### config.mk
export PLATFORM = sky130hd
export DESIGN_NAME = rari_top
export DESIGN_NICKNAME = d
export VERILOG_FILES = /design/src/hw/rari_pkg.sv /design/src/hw/rari_sync.sv /design/src/hw/rari_top.sv
export SDC_FILE = /design/constraint.sdc
export NUM_CORES = 1
export LEC_CHECK = 0
export BUFFER_PORTS_ARGS = -buffer_cell sky130_fd_sc_hd__buf_2
export CORE_MARGIN = 3
export CORE_UTILIZATION = 40
export CTS_CLUSTER_DIAMETER = 30
export DETAILED_ROUTE_END_ITERATION = 16
export PLACE_DENSITY = 0.65
export SLEW_MARGIN = 20
export SYNTH_ARGS = -nofsm -noshare
export SYNTH_HDL_FRONTEND = slang
export SYNTH_SLANG_ARGS = --single-unit
### constraint.sdc
create_clock -name core_clk -period 1.7 [get_ports core_clk]
set_clock_uncertainty 0.05 [all_clocks]
set_input_delay 0.255 -clock core_clk [delete_from_list [all_inputs] [get_ports core_clk]]
set_output_delay 0.255 -clock core_clk [all_outputs]
set_load 0.005 [all_outputs]
### src/hw/rari_pkg.sv
// Shared constants for the reset and interrupt response block.
package rari_pkg;
	// ==========================================================
	// Machine-cycle phasing
	// ==========================================================
	// Core clock period in picoseconds (200 MHz).
	localparam int             CORE_CLK_PS      = 5000;
	// Core clock cycles in one first-phase clock period.
	localparam int             PHASE_CYCLES     = 4;
	// Phase count at which the first-phase clock rises.
	localparam logic [1:0]     FIRST_RISE_PHASE = 2'h0;
	// Phase count at which the first-phase clock falls and the third rises.
	localparam logic [1:0]     THIRD_RISE_PHASE = 2'h2;

	// ==========================================================
	// Reset defaults and counts
	// ==========================================================
	// Software wait states loaded into both bus control registers.
	localparam logic [2:0]     RESET_WAIT       = 3'h7;
	// Wait states used by a vector fetch in microcomputer mode.
	localparam logic [2:0]     NO_WAIT          = 3'h0;
	// Number of reset vector fetches after reset.
	localparam logic [1:0]     VECTOR_FETCHES   = 2'h2;
	// Idle value of synchronised active-low inputs.
	localparam logic [5:0]     SYNC_IDLE        = 6'h3F;

	// Boot sequencer states.
	typedef enum logic [1:0] {
		BOOT_IDLE,
		BOOT_STROBE,
		BOOT_WAIT,
		BOOT_DONE
	} rari_boot_t;
endpackage : rari_pkg

### src/hw/rari_sync.sv
// Two-flip-flop synchroniser for the asynchronous input pins.
`timescale 1ns/10ps
`default_nettype none
module rari_sync #(
	parameter int         WIDTH = 6,
	parameter logic [5:0] IDLE  = 6'h3F
) (
	// Clock and reset.
	input  wire logic             core_clk,
	input  wire logic             rst,
	// Raw asynchronous pins.
	input  wire logic [WIDTH-1:0] asyncIn,
	// Synchronised copy.
	output logic      [WIDTH-1:0] syncOut
);
	// ==========================================================
	// Metastability stages
	// ==========================================================
	// First stage; only the second stage reads it.
	logic [WIDTH-1:0] stage1_q;

	// Both stages reset to the idle (inactive-high) level of the pins.
	always_ff @(posedge core_clk or posedge rst) begin
		if (rst) begin
			stage1_q <= IDLE[WIDTH-1:0];
			syncOut  <= IDLE[WIDTH-1:0];
		end else begin
			stage1_q <= asyncIn;
			syncOut  <= stage1_q;
		end
	end
endmodule : rari_sync
`default_nettype wire

### src/hw/rari_top.sv
// Reset and interrupt response logic: pin release, bus defaults, boot fetch, irq, ack.
// How it works
// - Reset taken anytime; may slip one cycle
// - Flag, serial, timer pins float during reset
// - Reset loads seven wait states both buses
// - Hold request honoured even during reset
// - Microprocessor boot: two fetches, seven waits
// - Microcomputer boot: two fetches, zero waits
// - Read/write output floats throughout reset
// - Data floats first-phase rise, address third-phase rise
// - Bus controls driven high at third-phase rise
// - Irq lines level sensitive, accepted anytime out of reset
// - Irq lines sampled low at H1 fall
// - Core and DMA act at fetch boundaries
// - Same line re-accepted every two cycles
// - Ack low at decode, high at read
// - Ack low one cycle despite stretched decode
`timescale 1ns/10ps
`default_nettype none
module rari_top #(
	parameter int IRQ_LINES = 4
) (
	// Clock and core reset.
	input  wire logic                 core_clk,
	input  wire logic                 rst,
	// Asynchronous pins from the system.
	input  wire logic                 resetPinN,
	input  wire logic                 holdReqN,
	input  wire logic [IRQ_LINES-1:0] extIrqN,
	// Boot strap: high selects microcomputer mode.
	input  wire logic                 bootMicrocomputer,
	// Peripheral drive requests for the reset-released pins.
	input  wire logic [1:0]           flagDriveEn,
	input  wire logic [5:0]           serialDriveEn,
	input  wire logic [1:0]           timerDriveEn,
	// Bus drive requests from the memory interface.
	input  wire logic                 busDataDriveEn,
	input  wire logic                 busAddrDriveEn,
	input  wire logic                 busRwDriveEn,
	// Software write of the bus control wait fields.
	input  wire logic                 waitWrite,
	input  wire logic [2:0]           primaryWaitIn,
	input  wire logic [2:0]           expansionWaitIn,
	// Pipeline status.
	input  wire logic                 cpuFetchBoundary,
	input  wire logic                 dmaFetchBoundary,
	input  wire logic                 ackInDecode,
	// Pin output enables, low while driving.
	output logic      [1:0]           flagOeN,
	output logic      [5:0]           serialOeN,
	output logic      [1:0]           timerOeN,
	output logic                      dataOeN,
	output logic                      addrOeN,
	output logic                      rwOeN,
	// Bus control and hold.
	output logic                      extStrobeN,
	output logic                      holdAckN,
	output logic      [2:0]           primaryWait,
	output logic      [2:0]           expansionWait,
	output logic      [1:0]           vectorFetchCount,
	// Interrupt delivery and acknowledge.
	output logic      [IRQ_LINES-1:0] cpuIrqTake,
	output logic      [IRQ_LINES-1:0] dmaIrqTake,
	output logic                      irqAckN
);
	// ==========================================================
	// Input synchronisation and phase enables
	// ==========================================================
	logic [5:0]           syncPins;      // Synchronised reset, hold and irq pins.
	logic [1:0]           phase_q;       // Position inside the first-phase clock period.
	logic                 firstRise;     // First-phase clock rising enable.
	logic                 firstFall;     // First-phase falling (third-phase rising) enable.
	logic                 inReset_q;     // Device held in reset.
	logic                 holdSync;      // Synchronised hold request, active high.
	logic [IRQ_LINES-1:0] irqLow;        // Synchronised irq lines found low.

	// Reset, hold and irq pins pass two flops; a missed setup window costs one cycle.
	rari_sync #(
		.WIDTH (6),
		.IDLE  (rari_pkg::SYNC_IDLE)
	) u_sync (
		.core_clk (core_clk),
		.rst      (rst),
		.asyncIn  ({extIrqN, holdReqN, resetPinN}),
		.syncOut  (syncPins)
	);

	assign holdSync  = ~syncPins[1];
	assign irqLow    = ~syncPins[5:2];
	assign firstRise = (phase_q == rari_pkg::FIRST_RISE_PHASE);
	assign firstFall = (phase_q == rari_pkg::THIRD_RISE_PHASE);

	// Free-running divider that marks the phase-clock edges.
	always_ff @(posedge core_clk or posedge rst) begin
		if (rst) begin
			phase_q <= 2'h0;
		end else begin
			phase_q <= phase_q + 2'h1;
		end
	end

	// Reset pin is sampled only on first-phase falling edges.
	always_ff @(posedge core_clk or posedge rst) begin
		if (rst) begin
			inReset_q <= 1'b1;
		end else if (firstFall) begin
			inReset_q <= ~syncPins[0];
		end
	end

	// ==========================================================
	// Pin release and bus floating
	// ==========================================================
	// Peripheral pins float at once in reset, else follow their owners.
	always_ff @(posedge core_clk or posedge rst) begin
		if (rst) begin
			flagOeN   <= 2'h3;
			serialOeN <= 6'h3F;
			timerOeN  <= 2'h3;
		end else if (inReset_q) begin
			flagOeN   <= 2'h3;
			serialOeN <= 6'h3F;
			timerOeN  <= 2'h3;
		end else begin
			flagOeN   <= ~flagDriveEn;
			serialOeN <= ~serialDriveEn;
			timerOeN  <= ~timerDriveEn;
		end
	end

	// Read/write floats for all of reset; an external pull-up holds it.
	always_ff @(posedge core_clk or posedge rst) begin
		if (rst) begin
			rwOeN <= 1'b1;
		end else begin
			rwOeN <= inReset_q | holdSync | ~busRwDriveEn;
		end
	end

	// Data lets go on a first-phase rise, address on a third-phase rise.
	// Hold floats both buses whether or not reset is active.
	always_ff @(posedge core_clk or posedge rst) begin
		if (rst) begin
			dataOeN <= 1'b1;
			addrOeN <= 1'b1;
		end else begin
			if (firstRise || !inReset_q) begin
				dataOeN <= inReset_q | holdSync | ~busDataDriveEn;
			end
			if (firstFall || !inReset_q) begin
				addrOeN <= inReset_q | holdSync | ~busAddrDriveEn;
			end
		end
	end

	// Hold acknowledge follows the request with reset ignored.
	always_ff @(posedge core_clk or posedge rst) begin
		if (rst) begin
			holdAckN <= 1'b1;
		end else begin
			holdAckN <= ~holdSync;
		end
	end

	// ==========================================================
	// Wait states and boot vector fetch
	// ==========================================================
	rari_pkg::rari_boot_t bootState_q;  // Boot sequencer state.
	logic [2:0]           waitCnt_q;    // Wait states left in the current fetch.

	// Reset forces seven waits on both buses until software rewrites them.
	always_ff @(posedge core_clk or posedge rst) begin
		if (rst) begin
			primaryWait   <= rari_pkg::RESET_WAIT;
			expansionWait <= rari_pkg::RESET_WAIT;
		end else if (inReset_q) begin
			primaryWait   <= rari_pkg::RESET_WAIT;
			expansionWait <= rari_pkg::RESET_WAIT;
		end else if (waitWrite) begin
			primaryWait   <= primaryWaitIn;
			expansionWait <= expansionWaitIn;
		end
	end

	// Two vector fetches, stepped on first-phase rises; the strap picks waits.
	// The strobe is forced high on a third-phase rise while in reset.
	always_ff @(posedge core_clk or posedge rst) begin
		if (rst) begin
			bootState_q      <= rari_pkg::BOOT_IDLE;
			waitCnt_q        <= 3'h0;
			vectorFetchCount <= 2'h0;
			extStrobeN       <= 1'b1;
		end else if (inReset_q) begin
			bootState_q      <= rari_pkg::BOOT_IDLE;
			vectorFetchCount <= 2'h0;
			if (firstFall) begin
				extStrobeN <= 1'b1;
			end
		end else if (firstRise && !holdSync) begin
			case (bootState_q)
				rari_pkg::BOOT_IDLE: begin
					// Open a fetch; microcomputer mode uses no waits.
					extStrobeN  <= 1'b0;
					waitCnt_q   <= bootMicrocomputer ? rari_pkg::NO_WAIT : primaryWait;
					bootState_q <= rari_pkg::BOOT_WAIT;
				end
				rari_pkg::BOOT_WAIT: begin
					if (waitCnt_q != 3'h0) begin
						waitCnt_q <= waitCnt_q - 3'h1;
					end else begin
						extStrobeN       <= 1'b1;
						vectorFetchCount <= vectorFetchCount + 2'h1;
						bootState_q      <= rari_pkg::BOOT_STROBE;
					end
				end
				rari_pkg::BOOT_STROBE: begin
					// Second fetch, or finish once both are done.
					if (vectorFetchCount == rari_pkg::VECTOR_FETCHES) begin
						bootState_q <= rari_pkg::BOOT_DONE;
					end else begin
						bootState_q <= rari_pkg::BOOT_IDLE;
					end
				end
				rari_pkg::BOOT_DONE: begin
					extStrobeN <= 1'b1;
				end
				default: begin
					bootState_q <= rari_pkg::BOOT_DONE;
				end
			endcase
		end
	end

	// ==========================================================
	// Interrupt detection and delivery
	// ==========================================================
	logic [IRQ_LINES-1:0] lock_q;     // Line detected on the previous falling edge.
	logic [IRQ_LINES-1:0] cpuPend_q;  // Detections awaiting the core.
	logic [IRQ_LINES-1:0] dmaPend_q;  // Detections awaiting the DMA channel.
	logic [IRQ_LINES-1:0] newIrq;     // Fresh detection this cycle.

	// Levels, not edges, count; a low seen at a first-phase fall detects.
	// A detection blocks the next fall, so a pulse of one or two edges
	// gives one interrupt and a line is re-accepted every two cycles.
	assign newIrq = (firstFall && !inReset_q) ? (irqLow & ~lock_q) : '0;

	// Lockout of one falling edge after each detection.
	always_ff @(posedge core_clk or posedge rst) begin
		if (rst) begin
			lock_q <= '0;
		end else if (firstFall) begin
			lock_q <= newIrq;
		end
	end

	// Pending flags: a new detection wins over a take in the same cycle.
	always_ff @(posedge core_clk or posedge rst) begin
		if (rst) begin
			cpuPend_q  <= '0;
			dmaPend_q  <= '0;
			cpuIrqTake <= '0;
			dmaIrqTake <= '0;
		end else begin
			cpuIrqTake <= cpuFetchBoundary ? cpuPend_q : '0;
			dmaIrqTake <= dmaFetchBoundary ? dmaPend_q : '0;
			cpuPend_q  <= (cpuFetchBoundary ? '0 : cpuPend_q) | newIrq;
			dmaPend_q  <= (dmaFetchBoundary ? '0 : dmaPend_q) | newIrq;
		end
	end

	// ==========================================================
	// Interrupt acknowledge
	// ==========================================================
	logic ackDone_q;  // Acknowledge already given for this decode.

	// Low at the rise opening decode, high at the next rise, once per decode.
	always_ff @(posedge core_clk or posedge rst) begin
		if (rst) begin
			irqAckN   <= 1'b1;
			ackDone_q <= 1'b0;
		end else if (inReset_q) begin
			irqAckN   <= 1'b1;
			ackDone_q <= 1'b0;
		end else if (firstRise) begin
			irqAckN   <= ~(ackInDecode && !ackDone_q);
			ackDone_q <= ackInDecode;
		end
	end
endmodule : rari_top
`default_nettype wire

==> qor.yml, run 1 <==
critPathKind: "register to register"
die_w_um: 86.6
nNetsFinal: 349
synth_nets: 256
clock.fmax_ghz: 0.607
tightest_slew_ps: 486
place_inst: 353
ir_drop_mv: 0.659
die_area_mm2: 0.00750
syn_area_per_cell_um2: 12.1
grt.total_usage: 0.151
yosysWarnings: 0
place_ws_ps: -54.5
r2r-start: "waitCnt_q[0]"
clk_pin_slew_ps: 70
cp_data_arrival_time_ps: 1810
required_ps: 1860
synthDistinctLibCells: 36
detail_route.drc_violations: 0
crit_family: "flip-flops"
rrSetupSlack_ps: 50
most-common-layout-cells: "buf_2 (63), dfstp_2 (35), dfrtp_1 (29)"
r2r-end: "bootState_q[1]"
end_kind: "register"
num_antenna_cells: 0
final_common_cell: "buf_2"
drtIter0Drc: 77
worstRegToRegCells: 5
first_pass_iters: 4
synth_edf_count: 0
grt-ovfl-total: 0
startpoint_type: "register"
start_util: 0.426
critPathMaxFanout: 5
fp.dieH_um: 86.6
placement.io_buffers: 63
ys_ff_latch: 65
leakagePower_nw: 1.59
status: "finished, final reports clean"
max_cap_violations: 0
insertion_delay_ps: 330
ant_nets: 0
yosysSeqAreaShare: 0.643
drive_gt1_frac: 0.446
holdWs_ps: 26.6
grt_start_max_net_pins: 33
grt_antenna_before_repair: 0
avgRoutedWirePerCell_um: 13.3
coreArea_mm2: 0.00610
async_flop_share: 1.00
slew_viol_final: 0
worstHoldEndpoint: "addrOeN"
cts-root-buf: "clkbuf_8"
h-tree-depth: 3
cp.depth: 5
grt_pass1_vias: 1851
min_from: "busAddrDriveEn"
cts_sinks: 65
hpwl_um: 3520
rows: 28
cts_tree: "built"
cts_max_path_buffers: 2
path_cells: "inv_1 -> ha_1 -> nand2b_1 -> a211oi_2 -> mux2_2"
relSlewSlack: 0.675
cpMaxStageDelayCell: "dfrtp_1"
wl_um: 5140
area_delta_synth_final_pct: 35.4
dpl_cell_area_mm2: 0.00306
max_stage_delay_ps: 390
grt_pass1_wl_um: 8680
cts_buffers: 9
fin_crit_sh: 0.969
vias: 1801
design_area_mm2: 0.00352
hold_violations: 0
setup_ws_ps: 52.7
ios: 64
holdPathStages: 2
post_cts_buffers: 0
power_density_mw_per_mm2: 980
period_needed_ps: 1650
final_cells: 387
hold_path_class: "primary input to register"
place_congestion: 0.747
rsz0062_at_grt: "false"
ys.flop_type: "dfstp_2"
critPathBufInv: 1
finalSetupViolations: 0
netlist_area_mm2: 0.00260
viasPerCell: 4.65
syn_inst: 214
-- registers in the layout, indices dropped and copies added (netlist names), 2 cells and up --
register / count
flagOeN: 2
expansionWait: 3
lock_q: 4
waitCnt_q: 3
cpuPend_q: 4
primaryWait: 3
timerOeN: 2
vectorFetchCount: 2
u_sync.stage1_q: 6
bootState_q: 2
dmaIrqTake: 4
phase_q: 2
dmaPend_q: 4
serialOeN: 6
u_sync.syncOut: 6
cpuIrqTake: 4
-- kinds of logic after synthesis --
kind of cell	Yosys count	synth area share
buf+inv	32	0.0491
mux	3	0.0120
simple gates	64	0.139
compound gates	40	0.108
fa+ha+maj	10	0.0482
flops	65	0.643
-- worst max path at each step --
stage | startpoint | endpoint | slack, ps
4_1_cts | bootState_q[1] | waitCnt_q[0] | 8
2_1_floorplan | bootState_q[0] | waitCnt_q[0] | 70
3_3_place_gp | bootState_q[0] | extStrobeN | 80
5_1_grt | waitCnt_q[1] | bootState_q[1] | 1
3_5_place_dp | bootState_q[1] | waitCnt_q[2] | -50
6_report | waitCnt_q[0] | bootState_q[1] | 50
-- Yosys cell counts (all sizes together) (2+ instances only) --
master / count / area (µm²)
dfstp: 35 / 920
dfrtp: 30 / 751
inv: 23 / 86.3
nand2b: 14 / 87.6
o21ai: 14 / 70.1
ha: 10 / 125
nor2: 10 / 37.5
a211o: 8 / 70.1
and2: 8 / 50.1
nand2: 7 / 26.3
nor2b: 7 / 43.8
a21oi: 5 / 25.0
buf: 5 / 26.3
nor3: 5 / 25.0
clkbuf: 4 / 15.0
a211oi: 3 / 27.5
a22oi: 3 / 22.5
a2111oi: 2 / 17.5
mux2i: 2 / 20.0
nand3: 2 / 10.0
nor3b: 2 / 15.0
nor4: 2 / 12.5
or2: 2 / 12.5
or3: 2 / 12.5
-- cell type report --
| type | count | area (µm²) |
|---|---|---|
| clock inverters | 3 | 65.1 |
| repair buffers | 91 | 583 |
| flip-flops and latches | 65 | 1670 |
| clock buffers | 13 | 149 |
| fillers | 518 | 2580 |
| multi-input cells | 117 | 863 |
| well taps | 75 | 93.8 |
| inverters | 23 | 90.1 |
-- repair_timing --
item                                   4_1_cts  5_1_grt
hold buffers                                18        0
pin swaps                                    0        2
setup endpoints to repair                    1        6
resized for setup                            5       10
endpoints found under the hold margin       30        0
-- routing by layer --
metal	track usage	part of all wire
met5	0	0
met4	0.0637	0.015
met3	0.0428	0.045
met2	0.238	0.48
met1	0.195	0.46
-- report_power, final --
part	switching, mW	total, mW	internal, mW
combinational	0.163	0.333	0.170
sequential	0.0399	1.70	1.66
clock	0.547	1.41	0.866
total	0.750	3.44	2.69
-- through the flow --
step	power (mW)	setup TNS, ps	util
5_1_grt	3.63	0	0.577
3_5_place_dp	2.01	-54.9	0.501
2_1_floorplan	1.88	0	-
6_report	3.44	0	0.577
4_1_cts	3.48	0	0.568
3_3_place_gp	2.00	0	0.501
No activity file was read; power rests on OpenSTA's default activity.
==> run 2, diff against run 1 <==
--- a/config.mk
+++ b/config.mk
@@ -5,6 +5,7 @@
 export SDC_FILE = /design/constraint.sdc
 export NUM_CORES = 1
 export LEC_CHECK = 0
+export ABC_AREA = 1
 export BUFFER_PORTS_ARGS = -buffer_cell sky130_fd_sc_hd__buf_2
 export CORE_MARGIN = 3
 export CORE_UTILIZATION = 40
==> run 2 against run 1 <==
Fmax increased by 8.8%. Wire length down 5.3%. Setup slack improved by 130 ps. Count of clock-buffer cells in the layout decreased by 3. Power up 13%. Final cell count increased by 7.8%. Sequential power up 5%. Combinational power grew 100%. First-iteration DRC count decreased by 14%. Die area fell by 1.5%. Area after synthesis fell by 1.6%. Critical endpoint is now vectorFetchCount[1]. Largest cell class unchanged.
==> qor.yml, run 2 <==
die_area_mm2: 0.00738
syn_area_per_cell_um2: 10.3
yosys-top-cells-area: "dfstp_2 (36%), dfrtp_1 (29%), nand2_1 (8.7%)"
critPathMaxFanout: 9
holdWs_ps: 18.4
finalSetupViolations: 0
end_kind: "register"
synthMuxAreaShare: 0
slew_viol_final: 0
synth_top_area_frac: 0.360
leakagePower_nw: 1.74
synth_edf_count: 0
ant_nets: 0
fp.dieH_um: 85.9
start_util: 0.422
crit_top_cell: "nand2_1"
hold_violations: 0
synth_top_family_by_area: "simple AND/OR/NAND/NOR gates"
cts_max_path_buffers: 2
cts_tree: "built"
final_cells: 417
crit_family: "flip-flops"
tightest_slew_ps: 378
ys.flop_type: "dfstp_2"
path_cells: "inv_1 -> ha_1 -> inv_1 -> nand2_1 -> o21ai_0 -> nand2_1 -> nand2_1"
viasPerCell: 4.50
largestRegisters: "serialOeN (6), u_sync.stage1_q (6), u_sync.syncOut (6)"
met2RoutedLength_um: 2150
relSlewSlack: 0.748
dpl_cell_area_mm2: 0.00298
max_stage_delay_ps: 410
critPathKind: "register to register"
max_cap_violations: 0
clk_pin_slew_ps: 70
detail_route.drc_violations: 0
place_congestion: 0.863
drive_gt1_frac: 0.363
nNetsFinal: 379
hpwl_um: 3380
drtIter0Drc: 66
yosysSeqAreaShare: 0.654
final_common_cell: "buf_2"
period_needed_ps: 1510
tns_ps: 0
multi_input_area_um2: 699
fin_crit_sh: 0.891
avgRoutedWirePerCell_um: 11.7
seq_area_mm2: 0.00167
syn_inst: 247
synth_compound_area_frac: 0.0764
place_inst: 385
grt_antenna_before_repair: 0
placement.io_buffers: 63
grt_start_max_net_pins: 35
cpMaxStageDelayCell: "dfrtp_1"
most-common-layout-cells: "buf_2 (63), nand2_1 (59), inv_1 (41)"
ir_drop_mv: 0.590
rsz0062_at_grt: "false"
first_pass_iters: 4
critPathBufInv: 2
synth_nets: 289
yosys.area.top_type: "dfstp_2"
post_cts_buffers: 0
grt_pass1_vias: 1906
rows: 28
die_w_um: 85.9
design_area_mm2: 0.00336
status: "finished, final reports clean"
async_flop_share: 1.00
wl_met1_um: 2170
h-tree-depth: 3
synth_adder_area_share: 0.0490
top_layer: "met4"
synthSimpleGateAreaFrac: 0.148
cts_sinks: 65
grt_pass1_wl_um: 8480
num_antenna_cells: 0
required_ps: 1870
synth_most_common_cell: "nand2_1"
vias: 1878
cts_buffers: 9
startpoint_type: "register"
cts-hold-fix-buffers: 16
cts-root-buf: "clkbuf_8"
ys_ff_latch: 65
routed-wl-met3_um: 435
fillers: 537
grt-ovfl-total: 0
setup_ws_ps: 186
power_density_mw_per_mm2: 1160
ios: 64
fin_util: 0.554
netlist_area_mm2: 0.00255
synthTopCellsByCount: "nand2_1 (59), inv_1 (42), dfstp_2 (35), dfrtp_1 (30), o21ai_0 (24)"
rrSetupSlack_ps: 190
cts_resized: 0
cp_data_arrival_time_ps: 1690
synthDistinctLibCells: 23
area_delta_synth_final_pct: 31.4
grt.total_usage: 0.151
hold_path_class: "primary input to register"
clock.fmax_ghz: 0.660
synthXorXnorAreaFrac: 0
place_ws_ps: 201
yosysWarnings: 0
wl_um: 4870
fin_total_pwr_mw: 3.88
coreArea_mm2: 0.00606
insertion_delay_ps: 340
==> run 2: worst register-to-register path, cell delays in order, from the launching register on <==
cell and delay, ps:
dfrtp_1 410, inv_1 110, ha_1 290, inv_1 190, nand2_1 120, o21ai_0 110, nand2_1 70, nand2_1 50
==> run 2: final cells by class <==
type	instances	share of cell area
multi-input combinational	136	0.208
inverter	43	0.0492
tap	75	0.0279
clock buffer	10	0.0380
sequential	65	0.497
clock inverter	6	0.0272
timing repair buffer	82	0.152
==> run 2: path summary, 6_finish.rpt <==
kind / cells after the start / start / endpoint
setup / recovery: 7 / bootState_q[0] / vectorFetchCount[1]
setup reg to reg: 7 / bootState_q[0] / vectorFetchCount[1]
min in group asynchronous: 2 / rst / serialOeN[1]
hold / removal: 2 / busRwDriveEn / rwOeN
hold reg to reg: 0 / u_sync.stage1_q[1] / u_sync.syncOut[1]
max in group asynchronous: 3 / rst / addrOeN
==> run 2: kinds of logic after synthesis <==
kind of cell / after synthesis
AO/OA/AOI/OAI: 36
adder cells (fa/ha/maj): 10
AND/OR/NAND/NOR: 90
flip-flops: 65
buffers and inverters: 46
==> run 2: metal layers <==
metal  GRT usage  up-vias
li1            -      945
met1       0.183      860
met2       0.226       63
met3      0.0605       10
met4      0.0863        0
met5           0        -
==> run 2: power breakdown <==
| part | leakage, nW | total (mW) | switching [mW] | internal [mW] |
|---|---|---|---|---|
| registers | 0.769 | 1.79 | 0.0771 | 1.72 |
| clock network | 0.111 | 1.43 | 0.592 | 0.833 |
| logic | 0.864 | 0.666 | 0.393 | 0.273 |
| total | 1.74 | 3.88 | 1.06 | 2.82 |
==> run 3, diff against run 2 <==
--- a/config.mk
+++ b/config.mk
@@ -6,12 +6,11 @@
 export NUM_CORES = 1
 export LEC_CHECK = 0
 export ABC_AREA = 1
-export BUFFER_PORTS_ARGS = -buffer_cell sky130_fd_sc_hd__buf_2
 export CORE_MARGIN = 3
 export CORE_UTILIZATION = 40
 export CTS_CLUSTER_DIAMETER = 30
 export DETAILED_ROUTE_END_ITERATION = 16
-export PLACE_DENSITY = 0.65
+export DONT_BUFFER_PORTS = 1
 export SLEW_MARGIN = 20
 export SYNTH_ARGS = -nofsm -noshare
 export SYNTH_HDL_FRONTEND = slang
==> run 3 against run 2 <==
Global-route usage is 1.3 points lower. Via count is 11% lower. Utilization is 4.4 points lower. Cell area is 7.9% lower. Count of clock-buffer cells in the layout is 2 higher. Flip-flop and latch count stayed put. Critical path depth is 3 lower. Largest cell class unchanged. Largest power group unchanged.
==> qor.yml, run 3 (synthesis gave the netlist of run 2 again) <==
cts-root-buf: "clkbuf_8"
die_w_um: 85.9
grt_start_max_net_pins: 66
insertion_delay_ps: 340
cts_resized: 0
post_cts_buffers: 0
wl_um: 4530
num_antenna_cells: 0
die_area_mm2: 0.00738
area_delta_synth_final_pct: 21.1
top_layer: "met4"
period_needed_ps: 1550
cp_data_arrival_time_ps: 1760
routed-wl-met3_um: 449
grt_pass1_wl_um: 7700
place_congestion: 0.793
drive_gt1_frac: 0.211
largestRegisters: "serialOeN (6), u_sync.stage1_q (6), u_sync.syncOut (6)"
clock.fmax_ghz: 0.646
clk_pin_slew_ps: 70
h-tree-depth: 3
cts_sinks: 65
avgRoutedWirePerCell_um: 12.6
placement.io_buffers: 0
ir_drop_mv: 0.598
leakagePower_nw: 1.51
start_util: 0.422
end_kind: "register"
final_cells: 360
vias: 1671
switchingPower_mw: 1.02
r2r-start: "inReset_q"
grt-ovfl-total: 0
r2r-end: "primaryWait[1]"
min_from: "waitWrite"
met2RoutedLength_um: 2020
required_ps: 1910
tightest_slew_ps: 392
rrSetupSlack_ps: 150
most-common-layout-cells: "nand2_1 (59), inv_1 (41), dfstp_2 (35)"
power_density_mw_per_mm2: 1200
cts_tree: "built"
detail_route.drc_violations: 0
worstHoldEndpoint: "expansionWait[0]"
nNetsFinal: 322
fp.dieH_um: 85.9
fin_crit_sh: 0.911
grt.total_usage: 0.138
coreArea_mm2: 0.00606
final_common_cell: "nand2_1"
multi_input_area_um2: 699
seq_area_mm2: 0.00167
wl_met1_um: 1990
critPathKind: "register to register"
cts_max_path_buffers: 2
first_pass_iters: 4
max_cap_violations: 0
grt_pass1_vias: 1732
cts-hold-fix-buffers: 23
p_int_mw: 2.70
status: "finished, final reports clean"
startpoint_type: "register"
comb_power_share: 0.159
rows: 28
grt_antenna_before_repair: 0
tns_ps: 0
place_inst: 321
cts_buffers: 9
seq_power_share: 0.485
drtIter0Drc: 56
finalSetupViolations: 0
slew_viol_final: 0
hold_violations: 0
viasPerCell: 4.64
hpwl_um: 2940
fin_util: 0.510
hold_path_class: "primary input to register"
worstRegToRegCells: 4
critPathMaxFanout: 14
ant_nets: 0
fillers: 539
holdPathStages: 2
relSlewSlack: 0.738
holdWs_ps: 18.2
sw_frac_of_total: 0.273
ios: 64
clkPwrFrac: 0.356
rsz0062_at_grt: "false"
-- run 3: cell count changes in the layout (fill, tap and decap cells not counted), sizes merged --
cell,delta
buf,-64
bufinv,-1
clkbuf,+2
clkinv,-1
clkinvlp,+1
dlygate4sd3,+7
inv,-1
-- run 3: stage by stage --
stage	setup WS [ps]	power, mW	instance area [µm²]
2_1_floorplan	379	2.24	2560
3_5_place_dp	202	2.37	2660
5_1_grt	23.7	3.96	3090
4_1_cts	172	3.77	3090
3_3_place_gp	275	2.36	2660
6_report	152	3.72	3090
-- run 3: worst max-delay path by stage --
stage	slack, ps	endpoint	from	depth (start not counted)
2_1_floorplan	380	waitCnt_q[2]	bootState_q[0]	7
3_3_place_gp	270	vectorFetchCount[0]	bootState_q[0]	7
3_5_place_dp	200	waitCnt_q[1]	bootState_q[0]	7
4_1_cts	170	primaryWait[1]	inReset_q	4
5_1_grt	20	vectorFetchCount[1]	bootState_q[0]	7
6_report	150	primaryWait[1]	inReset_q	4
-- run 3: metal layers --
metal  GRT usage  vias up
li1            -      830
met1       0.153      770
met2       0.210       63
met3      0.0845        8
met4      0.0647        0
met5           0        -
-- run 3: area by class of cell --
type | instances | area share
tap | 75 | 0.0303
clock inverter | 4 | 0.0166
multi-input combinational | 136 | 0.226
clock buffer | 12 | 0.0502
timing repair buffer | 25 | 0.0833
sequential | 65 | 0.540
inverter | 43 | 0.0534
-- run 3: power groups by stage --
stage	registers (mW)	logic [mW]	clock network, mW
floorplan	1.81	0.437	0
global placement	1.83	0.526	0
detailed placement	1.83	0.541	0
CTS	1.81	0.593	1.37
global route	1.83	0.689	1.44
finish	1.81	0.591	1.32
-- run 3: critical path, cell delays in order, from the launching register on --
cell	delay, ps
dfstp_2	530
buf_4	200
a21oi_1	60
dlygate4sd3_1	560
o21ai_0	70
